File: config.mk
export PLATFORM = sky130hd
export DESIGN_NAME = crif_top
export DESIGN_NICKNAME = d
export VERILOG_FILES = /design/src/hw/crif_pkg.sv /design/src/hw/crif_top.sv /design/src/hw/crif_flag_cell.sv
export SDC_FILE = /design/constraint.sdc
export NUM_CORES = 1
export LEC_CHECK = 0
export ABC_AREA = 1
export ABC_CLOCK_PERIOD_IN_PS = 1200
export BUFFER_PORTS_ARGS = -buffer_cell sky130_fd_sc_hd__buf_4
export CAP_MARGIN = 0
export CORE_MARGIN = 2
export CORE_UTILIZATION = 35
export DETAILED_ROUTE_END_ITERATION = 16
export PLACE_DENSITY = 0.7
export SETUP_SLACK_MARGIN = 0.05
export SYNTH_ARGS = -nofsm -noshare
export SYNTH_HDL_FRONTEND = slang
export SYNTH_SLANG_ARGS = --single-unit
File: constraint.sdc
create_clock -name aclk -period 1.2 [get_ports aclk]
set_input_delay 0.06 -clock aclk [delete_from_list [all_inputs] [get_ports aclk]]
set_output_delay 0.06 -clock aclk [all_outputs]
set_load 0.005 [all_outputs]
File: src/hw/crif_pkg.sv
package crif_pkg;

    // ------------------------------------------------------------
    // Register map
    // ------------------------------------------------------------
    localparam int unsigned CRIF_ADDR_W       = 8;
    localparam int unsigned CRIF_DATA_W       = 32;
    localparam logic [7:0]  CRIF_OFF_INT_CTRL = 8'h0c;
    localparam logic [7:0]  CRIF_OFF_IRQ_MASK = 8'h40;
    localparam logic [31:0] CRIF_RST_INT_CTRL = 32'h0000_0000;
    localparam logic [7:0]  CRIF_RST_IRQ_MASK = 8'hcf;
    localparam logic [4:0]  CRIF_RST_ENABLE   = 5'h00;

    // ------------------------------------------------------------
    // Sources: 0 rc32, 1 slow crystal, 2 rc16, 3 fast crystal,
    // 4 digital pll, 5 crystal stuck
    // ------------------------------------------------------------
    localparam int unsigned CRIF_NSRC   = 6;
    localparam int unsigned CRIF_NEN    = 5;
    localparam int unsigned CRIF_STUCK  = 5;
    localparam int unsigned CRIF_LANE_W = 8;
    localparam int unsigned CRIF_FLAG_POS  [CRIF_NSRC] = '{0, 1, 2, 3, 6, 7};
    localparam int unsigned CRIF_ENABLE_POS[CRIF_NEN]  = '{8, 9, 10, 11, 14};
    localparam int unsigned CRIF_CLEAR_POS [CRIF_NSRC] =
        '{16, 17, 18, 19, 22, 23};

    // ------------------------------------------------------------
    // Bus answers
    // ------------------------------------------------------------
    localparam logic [1:0] CRIF_RESP_OKAY   = 2'h0;
    localparam logic [1:0] CRIF_RESP_SLVERR = 2'h2;

endpackage : crif_pkg

File: src/hw/crif_top.sv
`timescale 1ns/1ps
module crif_top (
    input  wire logic                          aclk,
    input  wire logic                          aresetn,
    input  wire logic [crif_pkg::CRIF_ADDR_W-1:0] s_axi_awaddr,
    input  wire logic                          s_axi_awvalid,
    output logic                               s_axi_awready,
    input  wire logic [31:0]                   s_axi_wdata,
    input  wire logic [3:0]                    s_axi_wstrb,
    input  wire logic                          s_axi_wvalid,
    output logic                               s_axi_wready,
    output logic [1:0]                         s_axi_bresp,
    output logic                               s_axi_bvalid,
    input  wire logic                          s_axi_bready,
    input  wire logic [crif_pkg::CRIF_ADDR_W-1:0] s_axi_araddr,
    input  wire logic                          s_axi_arvalid,
    output logic                               s_axi_arready,
    output logic [31:0]                        s_axi_rdata,
    output logic [1:0]                         s_axi_rresp,
    output logic                               s_axi_rvalid,
    input  wire logic                          s_axi_rready,
    input  wire logic                          rc32_ready,
    input  wire logic                          slow_crystal_ready,
    input  wire logic                          rc16_ready,
    input  wire logic                          fast_crystal_ready,
    input  wire logic                          digital_pll_ready,
    input  wire logic                          crystal_stuck_detect,
    output logic                               clock_irq
);
    import crif_pkg::*;

    typedef struct packed {
        logic                   aw_have;
        logic [CRIF_ADDR_W-1:0] aw_addr;
        logic                   w_have;
        logic [31:0]            w_data;
        logic [3:0]             w_strb;
        logic                   awready;
        logic                   wready;
        logic                   bvalid;
        logic [1:0]             bresp;
        logic                   arready;
        logic                   rvalid;
        logic [31:0]            rdata;
        logic [1:0]             rresp;
        logic [CRIF_NEN-1:0]    enable;
        logic [7:0]             mask;
        logic                   irq;
    } crif_state_type;

    crif_state_type         st_r;
    crif_state_type         st_nxt;
    logic [CRIF_NSRC-1:0]   ready_vec;
    logic [CRIF_NSRC-1:0]   enable_vec;
    logic [CRIF_NSRC-1:0]   clear_vec;
    logic [CRIF_NSRC-1:0]   flag_vec;
    logic [CRIF_NSRC-1:0]   mask_vec;
    logic [31:0]            ctrl_view;
    logic [CRIF_ADDR_W-1:0] w_word;
    logic [CRIF_ADDR_W-1:0] r_word;
    logic                   do_write;

    assign ready_vec = {crystal_stuck_detect, digital_pll_ready,
                        fast_crystal_ready, rc16_ready,
                        slow_crystal_ready, rc32_ready};
    // stuck flag always armed
    // Stuck flag has no enable of its own
    assign enable_vec = {1'b1, st_r.enable};

    // ------------------------------------------------------------
    // Flag cells
    // ------------------------------------------------------------
    for (genvar i = 0; i < CRIF_NSRC; i++) begin : g_src
        assign mask_vec[i] = st_r.mask[CRIF_FLAG_POS[i]];
        crif_flag_cell u_cell (
            .aclk    (aclk),
            .aresetn (aresetn),
            .ready   (ready_vec[i]),
            .enable  (enable_vec[i]),
            .clear   (clear_vec[i]),
            .flag    (flag_vec[i])
        );
    end

    // ------------------------------------------------------------
    // Register view and write decode
    // ------------------------------------------------------------
    assign w_word   = {st_r.aw_addr[CRIF_ADDR_W-1:2], 2'b00};
    assign r_word   = {s_axi_araddr[CRIF_ADDR_W-1:2], 2'b00};
    assign do_write = st_r.aw_have & st_r.w_have & ~st_r.bvalid;

    always_comb begin
        ctrl_view = CRIF_RST_INT_CTRL;
        clear_vec = '0;
        for (int i = 0; i < CRIF_NSRC; i++) begin
            ctrl_view[CRIF_FLAG_POS[i]] = flag_vec[i];
            clear_vec[i] = do_write && (w_word == CRIF_OFF_INT_CTRL)
                && st_r.w_strb[CRIF_CLEAR_POS[i] / CRIF_LANE_W]
                && st_r.w_data[CRIF_CLEAR_POS[i]];
        end
        for (int i = 0; i < CRIF_NEN; i++) begin
            ctrl_view[CRIF_ENABLE_POS[i]] = st_r.enable[i];
        end
    end

    // ------------------------------------------------------------
    // Bus slave and control state
    // ------------------------------------------------------------
    always_comb begin
        st_nxt = st_r;
        if (s_axi_awvalid && st_r.awready) begin
            st_nxt.aw_have = 1'b1;
            st_nxt.aw_addr = s_axi_awaddr;
        end
        if (s_axi_wvalid && st_r.wready) begin
            st_nxt.w_have = 1'b1;
            st_nxt.w_data = s_axi_wdata;
            st_nxt.w_strb = s_axi_wstrb;
        end
        if (st_r.bvalid && s_axi_bready) begin
            st_nxt.bvalid = 1'b0;
        end
        if (do_write) begin
            st_nxt.aw_have = 1'b0;
            st_nxt.w_have  = 1'b0;
            st_nxt.bvalid  = 1'b1;
            st_nxt.bresp   = CRIF_RESP_OKAY;
            // flag bits have no write path
            if (w_word == CRIF_OFF_INT_CTRL) begin
                for (int i = 0; i < CRIF_NEN; i++) begin
                    if (st_r.w_strb[CRIF_ENABLE_POS[i] / CRIF_LANE_W]) begin
                        st_nxt.enable[i] =
                            st_r.w_data[CRIF_ENABLE_POS[i]];
                    end
                end
            end else if (w_word == CRIF_OFF_IRQ_MASK) begin
                if (st_r.w_strb[0]) begin
                    st_nxt.mask = st_r.w_data[7:0];
                end
            end else begin
                st_nxt.bresp = CRIF_RESP_SLVERR;
            end
        end
        st_nxt.awready = ~st_nxt.aw_have & ~st_nxt.bvalid;
        st_nxt.wready  = ~st_nxt.w_have & ~st_nxt.bvalid;

        if (st_r.rvalid && s_axi_rready) begin
            st_nxt.rvalid = 1'b0;
        end
        if (s_axi_arvalid && st_r.arready) begin
            st_nxt.rvalid = 1'b1;
            st_nxt.rresp  = CRIF_RESP_OKAY;
            st_nxt.rdata  = '0;
            if (r_word == CRIF_OFF_INT_CTRL) begin
                st_nxt.rdata = ctrl_view;
            end else if (r_word == CRIF_OFF_IRQ_MASK) begin
                st_nxt.rdata = {24'h00_0000, st_r.mask};
            end else begin
                st_nxt.rresp = CRIF_RESP_SLVERR;
            end
        end
        st_nxt.arready = ~st_nxt.rvalid;
        st_nxt.irq = |(flag_vec & mask_vec);
    end

    always_ff @(posedge aclk) begin
        if (!aresetn) begin
            st_r         <= '0;
            st_r.enable  <= CRIF_RST_ENABLE;
            st_r.mask    <= CRIF_RST_IRQ_MASK;
            st_r.awready <= 1'b1;
            st_r.wready  <= 1'b1;
            st_r.arready <= 1'b1;
        end else begin
            st_r <= st_nxt;
        end
    end

    assign s_axi_awready = st_r.awready;
    assign s_axi_wready  = st_r.wready;
    assign s_axi_bvalid  = st_r.bvalid;
    assign s_axi_bresp   = st_r.bresp;
    assign s_axi_arready = st_r.arready;
    assign s_axi_rvalid  = st_r.rvalid;
    assign s_axi_rdata   = st_r.rdata;
    assign s_axi_rresp   = st_r.rresp;
    assign clock_irq     = st_r.irq;
endmodule : crif_top

File: src/hw/crif_flag_cell.sv
`timescale 1ns/1ps
module crif_flag_cell (
    input  wire logic aclk,
    input  wire logic aresetn,
    input  wire logic ready,
    input  wire logic enable,
    input  wire logic clear,
    output logic      flag
);
    import crif_pkg::*;

    typedef struct packed {
        logic prev;
        logic flag;
    } crif_cell_type;

    crif_cell_type state_r;
    crif_cell_type state_nxt;
    logic          set_evt;

    always_comb begin
        state_nxt      = state_r;
        state_nxt.prev = ready;
        set_evt        = ready & ~state_r.prev & enable;
        state_nxt.flag = set_evt | (state_r.flag & ~clear);
    end

    always_ff @(posedge aclk) begin
        if (!aresetn) begin
            state_r <= '0;
        end else begin
            state_r <= state_nxt;
        end
    end

    assign flag = state_r.flag;

endmodule : crif_flag_cell

# --- Word-level counts from Yosys, hierarchy flattened ---
# Index checks and enable logic that the tools add are counted.
classes:
  n_bitwise: 46
  n_eq_ne: 4
  n_mux: 14
  n_reduce_logical: 16
ops:
  columns: ["operator", "count"]
  rows:
  - ["2-to-1 mux 37 bit", 1]
  - ["2-to-1 mux 35 bit", 1]
  - ["2-to-1 mux 32 bit", 1]
  - ["AND 1 bit", 21]
  - ["inverter 1 bit", 18]
  - ["logical AND 1 bit", 13]
  - ["== test 6 x 2 -> 1 bit, second input constant", 2]
  - ["== test 6 x 5 -> 1 bit, second input constant", 2]
  - ["2-to-1 mux 9 bit", 1]
  - ["2-to-1 mux 2 bit", 4]
  - ["2-to-1 mux 8 bit", 1]
  - ["AND 6 bit", 1]
  - ["bitwise OR 1 bit", 6]
  - ["OR reduction 6 bit", 1]
  - ["2-to-1 mux 1 bit", 4]
  - ["AND reduction 4 bit", 1]
  - ["2-to-1 mux 3 bit", 1]
  - ["AND reduction 3 bit", 1]
word_totals:
  elab_cells: 108
  reg_bits: 113
  in_bits: 65
  output_inout_bits: 42

# --- Longest topological paths before layout ---
# Gate-level depths: netlist of run 1.
depth:
  depth_word: 8
  ltp_mapped: 9
  mapped_depth_nobuf: 9

# --- Cells and area by module ---
# Synthesis of run 1 repeated with hierarchy kept, for this count alone.
hier_totals:
  cells_unflattened: 433
  area_unflattened_um2: 3301.9
by_module_without_submodules:
  columns: ["mod", "area_each_um2", "seq_area_each_um2", "cells_each", "n_inst"]
  rows:
  - ["crif_top", 2836.5, 1281.2, 379, 1]
  - ["crif_flag_cell", 77.6, 40.0, 9, 6]

# --- Worst setup path after synthesis of run 1 ---
# Ideal clock, no wire load.
synth_path:
  kind: "register to register"
  startpoint: "register st_r (netlist bit s_axi_arready)"
  endpoint: "register st_r (netlist bit s_axi_rdata[0])"
  required_time_ns: 1.085
  period_less_slack_ns: 1.090
  setup_slack_ns: 0.110
  path_stages_with_launch: 7
  arrival_time_ns: 0.974
  setup_ns: 0.115
  path_buffers: 1
  path_cell_list: "dfxtp_1 > nand2_1 > inv_1 > buf_2 > o21ai_0 > o21ai_0 > inv_1"
synth_between:
  elab_chain_cells: 1
synth_rtl:
  columns: ["item", "line", "rtl"]
  rows:
  - ["start: declaration", "crif_top.sv:51", "crif_state_type st_r;"]
  - ["start signal: assignment", "crif_top.sv:175", "st_r <= st_nxt;"]
  - ["logical AND 1 bit", "crif_top.sv:150", "if (s_axi_arvalid && st_r.arready) begin"]
# No other way between the ends.
# A chain may end at the register's enable or synchronous reset.

# --- Worst setup path after layout of run 1 ---
layout_path:
  startpoint: "register st_r[96] (netlist name)"
  endpoint: "register ctrl_view[9] (netlist name)"
layout_between:
  elab_chain_cells: 2
layout_rtl:
  columns: ["item", "line", "rtl"]
  rows:
  - ["== test 6 x 2 -> 1 bit", "crif_top.sv:129", "if (w_word == CRIF_OFF_INT_CTRL) begin"]
  - ["AND reduction 3 bit (no line)", null, null]
# No other way between the ends.

==> flow_summary_export.csv, run 1 <==
group,metric,value,unit
cts,cts_buffer_depth,2,
yosys,synth_cells,430,
sta,timing.fmax,0.8259,GHz
outcome,violations,"negative setup slack",
power,seqPwrFrac,0.526,
route,drc_errors,0,
route,dr_total_vias,2797,
power,ir_drop,0.6661,mV
die,rows,34,
die,initial_core_util,0.3635,
cts,cts_tree,"done",
cts,cts_root_buffer,"clkbuf_8",
sta,fin_crit,1.211,ns
power,power_frac_clock,0.332,
global_route,grt_pass1_wl,11770,um
cts,worstSkewPairLatency,0.35,ns
worst_setup_path,arrival,1.45,ns
yosys,synth_ff_type,"dfxtp_1",
layout,drive_gt1_frac,0.2623,
yosys,synth_area_leader_cell,"dfxtp_1",
sta,setup_viol,1,
route,drt_wl_total,7025,um
die,core_area,8806,sq um
placed_design,gp_congestion,0.7695,
power,p_int,3.901,mW
die,die_width,99.63,um
placed_design,io_buffers,67,
layout,area_growth,34.87,%
cts,cts-buffers-inserted,9,
placed_design,dpl.hpwl,5076,um
yosys,ys_ff_latch,76,
yosys,ys_seq_area_frac,0.4754,
min_path,hold_class,"input port to flip-flop",
power,leakagePower,2.058,nW
worst_setup_path,crit_path_max_fanout,7,
sta,tns,-0.01076,ns
sta,timing_hold_violations_final,0,
global_route,grt_max_degree,25,
yosys,synth_top_area_frac,0.4754,
die,die_h,99.63,um
sta,drv_slew,0,
sta,setup_slack,-0.01076,ns
yosys,synth.cell_area,3201,sq um
cts,cts.clk_slew.worst_paths,0.08,ns
yosys,synth_commonest_cells,"102 x nor2_1, 76 x dfxtp_1, 57 x nand2_1, 47 x o21ai_0, 42 x inv_1",
yosys,ys_types,26,
power,p_comb_frac,0.142,
yosys,async_flop_share,0,
cts,cts_htree_levels,3,
worst_setup_path,cp-end-kind,"flip-flop",
yosys,avgSynthCellArea,7.443,sq um
outcome,status,"finished, violations left",
route,post_drt_wl_per_cell,11.01,um
yosys,yosysMostFrequentCell,"nor2_1",
run,drv_cap,0,
global_route,grt_pass1_vias,2630,
cts,cts_sinks,76,
global_route,antenna_found_initial,0,
worst_setup_path,required,1.44,ns
route,vias_per_cell,4.384,
global_route,gr-total-overflow,0,
power,p_switching,1.422,mW
global_route,grt_use_total,0.1497,
power,switching_share,0.2671,
worst_setup_path,crit_type,"flip-flop to flip-flop",
sta,fin_worst_skew,0.01323,ns
yosys,synth_edf_count,0,
die,top_level_ports,107,
layout,n_antenna_cell,0,
layout,nets,590,
yosys,yosysWarnings,0,
route,drt_iter0_markers,94,
placed_design,place_ws,0.01286,ns
sta,post-route-period-util,1.009,
route,drt-pass1-iter-count,4,
power,p_per_area,1233,nW/um^2
sta,rsz0062_at_grt,"yes",
worst_setup_path,start_kind,"flip-flop",
die,die_area,9925,sq um
route,antenna_left,0,
yosys,yosys-top-cells-area,"dfxtp_1 48%, nor2_1 12%, buf_4 8.7%, o21ai_0 7.3%, nand2_1 6.7%",
critical path, cell delays in order, from the launching register on:
cell and delay [ns]:
dfxtp_2 0.34, nor2_4 0.14, nand3_4 0.09, nor2_4 0.14
buf_12 0.14, nand2_4 0.07, nor2_1 0.12, nor2_1 0.06
power groups by stage:
stage / sequential (mW) / combinational (mW) / clock (mW)
floorplan: 2.82 / 0.442 / 0
global placement: 2.83 / 0.629 / 0
detailed placement: 2.84 / 0.645 / 0
CTS: 2.79 / 0.739 / 1.81
global route: 2.82 / 0.855 / 1.94
finish: 2.80 / 0.757 / 1.77
layout by cell type, fill, tap and decap left out, drive strengths merged:
cell         synthesis  final
clkbuf               7     11
conb                 1     21
nand2               59     60
inv                 45     46
a21oi               17     17
nor3                 2      2
nand3               17     17
clkinvlp             0      1
clkinv               1      4
dfxtp               76     76
nor2               105    105
buf                 42     81
o21ai               49     49
nand4                2      2
or2                  1      1
a211oi               1      1
dlygate4sd3          0     31
nand3b               2      2
o22ai                3      3
stage by stage:
step | cell area (sq um) | cells | power [mW] | hold slack [ns] | utilization
6_report | 4317 | 638 | 5.323 | 0.01070 | 0.4902
5_1_grt | 4317 | 638 | 5.612 | 0.01065 | 0.4902
4_1_cts | 4199 | 635 | 5.339 | 0.0004945 | 0.4768
3_5_place_dp | 3647 | 584 | 3.483 | 0.2539 | 0.4142
3_3_place_gp | 3647 | 584 | 3.460 | 0.2484 | 0.4142
2_1_floorplan | 3276 | 450 | 3.259 | 0.1535 | -
worst paths after layout:
| path | to | from | slack, ns | cells after the start |
|---|---|---|---|---|
| worst max-delay path | ctrl_view[9] | st_r[96] | -0.01 | 7 |
| worst min-delay path | st_r[62] | s_axi_wdata[3] | 0.01 | 3 |
| worst max register to register | ctrl_view[9] | st_r[96] | -0.01 | 7 |
| worst min register to register | g_src[5].u_cell.flag | g_src[5].u_cell.state_r[1] | 0.43 | 1 |
area by class of cell:
type,count,area (sq um)
clock buffers,11,141.4
clock inverters,5,35.03
inverters,46,187.7
well taps,108,135.1
repair buffers,112,943.4
fillers,868,4489
multi-input cells,280,1344
flip-flops and latches,76,1530
cell families (layout without fill, tap and decap cells):
| kind of cell | Yosys count | after routing | synth area share |
|---|---|---|---|
| compound gates | 70 | 70 | 0.1114 |
| other cells | 1 | 21 | 0.001172 |
| simple gates | 188 | 189 | 0.2514 |
| buf+inv | 95 | 174 | 0.1607 |
| flops | 76 | 76 | 0.4754 |
metal layers:
layer  vias to the layer above  share of wire  global-route usage
met5                         -              0                   0
met4                         0          0.012             0.04742
met3                        10          0.046             0.04287
met2                        73           0.49              0.2599
met1                      1239           0.45              0.1784
li1                       1475              -                   -
what timing repair did:
action                                  CTS  global route
gates resized for setup                  13            28
pin swaps                                 6            10
endpoints found under the setup margin   19            34
hold buffers                             31             0
cloned                                    1             0
hold endpoints to repair                 37             0
buffers inserted                          3             3
sequential cells by signal (all words and copies together) (netlist names):
register              flops
s_axi_bvalid              1
s_axi_rdata              13
s_axi_awready             1
ctrl_view                 5
g_src.u_cell.state_r      6
s_axi_bresp               1
s_axi_rvalid              1
s_axi_rresp               1
g_src.u_cell.flag         6
s_axi_arready             1
clock_irq                 1
st_r                     32
s_axi_wready              1
mask_vec                  6
Note: power is estimated with default switching activity, not from simulation.
==> inputs of run 2 (changes only) <==
--- a/config.mk
+++ b/config.mk
@@ -12,6 +12,7 @@
 export CORE_MARGIN = 2
 export CORE_UTILIZATION = 35
 export DETAILED_ROUTE_END_ITERATION = 16
+export MAX_ROUTING_LAYER = met4
 export PLACE_DENSITY = 0.7
 export SETUP_SLACK_MARGIN = 0.05
 export SYNTH_ARGS = -nofsm -noshare
==> constraint.sdc (replaced) <==
create_clock -name aclk -period 1.2 [get_ports aclk]
set_input_delay 0.12 -clock aclk [delete_from_list [all_inputs] [get_ports aclk]]
set_output_delay 0.12 -clock aclk [all_outputs]
set_load 0.005 [all_outputs]
==> flow_summary_export.csv, run 2 (synthesized netlist as in run 1, its figures left out) <==
group,metric,value,unit
global_route,gr-total-overflow,0,
sta,timing.fmax,0.8552,GHz
placed_design,dpl.cell_count,586,
worst_setup_path,cp_slowest_cell,"dfxtp_2",
die,core_area,8806,sq um
sta,fin_crit,1.169,ns
sta,setup_viol,0,
route,wl_met3,342,um
layout,nets,564,
global_route,grt_pass1_wl,11430,um
layout,drive_gt1_frac,0.2664,
layout,layout_common_cells,"96 x nor2_1, 78 x buf_4, 70 x dfxtp_1",
route,drt-pass1-iter-count,4,
layout,regArea,1529,sq um
die,die_h,99.63,um
layout,layoutNonFillerInstCount,611,
route,post_drt_wl_per_cell,11.02,um
cts,cts.clk_slew.worst_paths,0.07,ns
outcome,status,"completed",
worst_setup_path,start_kind,"flip-flop",
layout,multi_input_area,1319,sq um
sta,timing_hold_violations_final,0,
global_route,antenna_found_initial,0,
sta,hold-worst-slack,0.02063,ns
sta,drv_slew,0,
die,die_area,9925,sq um
placed_design,placed_area,3662,sq um
worst_setup_path,max_stage_delay,0.34,ns
global_route,grt_use_total,0.1497,
route,drt_iter0_markers,71,
layout,final_util,0.4587,
layout,final_common_cell,"nor2_1",
placed_design,place_ws,0.02347,ns
worst_setup_path,crit_chain,"nor2_4, nand3_2, nor2_4, buf_12, nand2_4, nor2_1, nor2_1",
layout,n_antenna_cell,0,
worst_setup_path,r2r_slack,0.03,ns
sta,setup_slack,0.03064,ns
placed_design,io_buffers,67,
placed_design,gp_congestion,0.7864,
route,drt_wl_total,6735,um
route,dr_wl_met2,3264,um
route,wl_met1,3039,um
die,top_level_ports,107,
min_path,hold_class,"input port to flip-flop",
route,vias_per_cell,4.406,
route,dr_total_vias,2692,
route,drc_errors,0,
layout,area_growth,26.19,%
worst_setup_path,cp-end-kind,"flip-flop",
cts,cts_tree,"done",
worst_setup_path,crit_path_max_fanout,7,
power,leakagePower,1.969,nW
route,highest_layer,"met4",
layout,fillers,889,
worst_setup_path,path_delay_family,"simple AND/OR/NAND/NOR gates",
power,p_per_area,1307,nW/um^2
run,drv_cap,0,
die,die_width,99.63,um
layout,largest_reg_flops,32,
cts,cts_buffer_depth,2,
die,initial_core_util,0.3635,
worst_setup_path,arrival,1.41,ns
worst_setup_path,cp_num_buf_inv,1,
cts,cts_htree_levels,3,
cts,cts-buffers-inserted,9,
cts,cts_root_buffer,"clkbuf_8",
cts,worstSkewPairLatency,0.35,ns
power,ir_drop,0.5996,mV
sta,rsz0062_at_grt,"yes",
placed_design,dpl.hpwl,5046,um
sta,fin_worst_skew,0.005613,ns
die,rows,34,
cts,cts_sinks,76,
layout,postLayoutCellArea,4039,sq um
global_route,grt_pass1_vias,2611,
global_route,grt_max_degree,25,
worst_setup_path,required,1.44,ns
layout,regMostFlops,"st_r",
worst_setup_path,crit_type,"flip-flop to flip-flop",
sta,post-route-period-util,0.9745,
route,antenna_left,0,
run 2: repair_timing:
action | CTS | global route
hold buffers | 6 | 0
gates resized for setup | 17 | 16
setup buffers | 2 | 1
hold endpoints to repair | 6 | 0
endpoints found under the setup margin | 20 | 34
cloned | 1 | 0
pin swaps | 7 | 7
run 2: report_power, final:
part,switching (mW),internal [mW]
sequential,0.106,2.69
combinational,0.338,0.332
clock,0.848,0.964
run 2: worst paths after layout:
check	from	to	depth (start not counted)
min	s_axi_awaddr[4]	st_r[96]	3
min reg2reg	g_src[5].u_cell.state_r[1]	g_src[5].u_cell.flag	1
max	st_r[96]	ctrl_view[14]	7
max reg2reg	st_r[96]	ctrl_view[14]	7
run 2: metrics by stage:
stage | total power, mW | TNS, ns
after floorplan | 3.259 | 0
after global placement | 3.460 | 0
after detailed placement | 3.481 | 0
after CTS | 5.336 | 0
after global routing | 5.555 | -0.9222
final | 5.279 | 0
run 2: metal layers:
layer	global-route usage	up-vias
met4	0.05058	0
met3	0.04708	10
li1	-	1421
met1	0.1697	1187
met5	-	-
met2	0.2505	74
run 2: layout make-up:
class / count / area share
flip-flops and latches: 76 / 0.3786
clock inverters: 1 / 0.001239
multi-input cells: 280 / 0.3265
clock buffers: 14 / 0.04523
inverters: 46 / 0.04523
well taps: 108 / 0.03346
repair buffers: 86 / 0.1698
run 2: worst register-to-register path, stage by stage, from the launching register on:
cell and delay [ns]:
dfxtp_2 0.34, nor2_4 0.12, nand3_2 0.12, nor2_4 0.13
buf_12 0.14, nand2_4 0.07, nor2_1 0.10, nor2_1 0.05
==> inputs of run 3 (changes only) <==
--- a/config.mk
+++ b/config.mk
@@ -9,11 +9,11 @@
 export ABC_CLOCK_PERIOD_IN_PS = 1200
 export BUFFER_PORTS_ARGS = -buffer_cell sky130_fd_sc_hd__buf_4
 export CAP_MARGIN = 0
+export CORE_ASPECT_RATIO = 1.4
 export CORE_MARGIN = 2
-export CORE_UTILIZATION = 35
+export CORE_UTILIZATION = 30
 export DETAILED_ROUTE_END_ITERATION = 16
-export MAX_ROUTING_LAYER = met4
-export PLACE_DENSITY = 0.7
+export PLACE_DENSITY = 0.63
 export SETUP_SLACK_MARGIN = 0.05
 export SYNTH_ARGS = -nofsm -noshare
 export SYNTH_HDL_FRONTEND = slang
==> flow_summary_export.csv, run 3 (synthesized netlist as in run 1, its figures left out) <==
group,metric,value,unit
route,drt_iter0_markers,108,
cts,cts_sinks,76,
cts,cts_htree_levels,3,
outcome,status,"finished, violations left",
sta,setup_slack,-0.007858,ns
power,leakagePower,1.986,nW
worst_setup_path,r2r_slack,-0.008,ns
global_route,gr-total-overflow,0,
route,dr_total_vias,2684,
layout,n_antenna_cell,0,
route,drt-pass1-iter-count,4,
placed_design,place_ws,0.03339,ns
worst_setup_path,cp_num_buf_inv,1,
worst_setup_path,r2r-end,"g_src[1].u_cell.flag",
global_route,grt_use_total,0.1203,
sta,drv_slew,0,
cts,cts_buffer_depth,2,
layout,final_common_cell,"nor2_1",
placed_design,io_buffers,67,
sta,timing.fmax,0.8279,GHz
worst_setup_path,max_stage_delay,0.33,ns
power,ir_drop,0.8556,mV
sta,tns,-0.01418,ns
layout,fillers,1091,
placed_design,dpl.hpwl,5146,um
layout,regArea,1526,sq um
route,antenna_left,0,
worst_setup_path,reg2reg_depth,7,
layout,area_growth,27.72,%
sta,hold-worst-slack,0.04187,ns
min_path,hold_depth,3,
sta,timing_hold_violations_final,0,
layout,regMostFlops,"st_r",
worst_setup_path,arrival,1.41,ns
route,drt_wl_total,6634,um
worst_setup_path,crit_path_max_fanout,6,
layout,drive_gt1_frac,0.2335,
worst_setup_path,worstReg2RegStart,"st_r[96]",
layout,postLayoutCellArea,4088,sq um
run,drv_cap,0,
worst_setup_path,start_kind,"flip-flop",
route,vias_per_cell,4.200,
worst_setup_path,crit_type,"flip-flop to flip-flop",
cts,cts_tree,"done",
global_route,grt_max_degree,23,
worst_setup_path,cp-end-kind,"flip-flop",
cts,cts-buffers-inserted,9,
die,initial_core_util,0.3076,
die,die_h,126.2,um
placed_design,gp_congestion,0.8032,
worst_setup_path,required,1.40,ns
route,drc_errors,0,
worst_setup_path,path_delay_family,"simple AND/OR/NAND/NOR gates",
sta,setup_viol,2,
global_route,grt_pass1_wl,11050,um
layout,layout_common_cells,"100 x nor2_1, 78 x buf_4, 72 x dfxtp_1",
min_path,hold_path_startpoint,"s_axi_awaddr[2]",
sta,rsz0062_at_grt,"yes",
cts,cts_root_buffer,"clkbuf_16",
cts,cts.clk_slew.worst_paths,0.05,ns
global_route,antenna_found_initial,0,
worst_setup_path,cp_common_cell,"nor2_4",
die,die_area,11520,sq um
die,top_level_ports,107,
worst_setup_path,cp_slowest_cell,"dfxtp_2",
die,die_width,91.30,um
worst_setup_path,crit_chain,"nor2_4, nand3_4, nor2_4, buf_4, nand3_2, nand2_1, a21oi_1",
min_path,holdPathEnd,"st_r[94]",
layout,largest_reg_flops,32,
global_route,grt_pass1_vias,2499,
sta,fin_crit,1.208,ns
layout,nets,562,
power,p_per_area,1447,nW/um^2
layout,multi_input_area,1276,sq um
route,post_drt_wl_per_cell,10.38,um
min_path,hold_class,"input port to flip-flop",
sta,post-route-period-util,1.007,
outcome,violations,"negative setup slack",
die,rows,44,
sta,fin_worst_skew,0.005993,ns
die,core_area,10410,sq um
cts,worstSkewPairLatency,0.33,ns
placed_design,placed_area,3700,sq um
[run 3: per-stage QoR]
step                instances  utilization  power, mW
global route              639       0.3929      6.195
finish                    639       0.3929      5.917
global placement          616       0.3556      3.469
CTS                       638       0.3886      5.977
floorplan                 450            -      3.259
detailed placement        616       0.3556      3.487
[run 3: tightest hold or removal path, delay by kind of cell]
family	cells	cell delay (ns)
buffers and inverters	1	0.07
AND/OR/NAND/NOR	1	0.07
AO/OA/AOI/OAI	1	0.07
[run 3: how the worst max path moves through the flow]
stage,start,endpoint,depth (start not counted)
final,st_r[96],g_src[1].u_cell.flag,7
after global placement,st_r[96],ctrl_view[8],6
after detailed placement,st_r[96],g_src[0].u_cell.flag,6
after global routing,st_r[96],g_src[1].u_cell.flag,7
after floorplan,s_axi_arready,s_axi_rdata[0],6
after CTS,st_r[96],ctrl_view[14],7
[run 3: what timing repair did]
| action | 4_1_cts | 5_1_grt |
|---|---|---|
| hold endpoints to repair | 6 | 0 |
| gates resized for setup | 3 | 15 |
| setup buffers | 1 | 1 |
| hold buffers | 6 | 0 |
| pin swaps | 2 | 4 |
| endpoints found under the setup margin | 13 | 32 |
[run 3: layer usage]
metal | vias to the layer above | share of wire | global-route usage
met5 | - | 0 | 0
met4 | 0 | 0.021 | 0.05971
met3 | 11 | 0.057 | 0.03529
met2 | 75 | 0.49 | 0.2074
met1 | 1178 | 0.43 | 0.1343
li1 | 1420 | - | -
[run 3: power breakdown]
group          internal [mW]  leakage (nW)  switching, mW
Sequential              2.69         0.627         0.0957
Clock                   1.50         0.129          0.956
Combinational          0.330          1.23          0.338
[run 3: area by class of cell]
cell class / instances / area share
sequential: 76 / 0.3734
multi-input combinational: 279 / 0.3122
timing repair buffer: 85 / 0.1628
clock buffer: 14 / 0.06459
inverter: 46 / 0.04285
tap: 138 / 0.04224
clock inverter: 1 / 0.001837
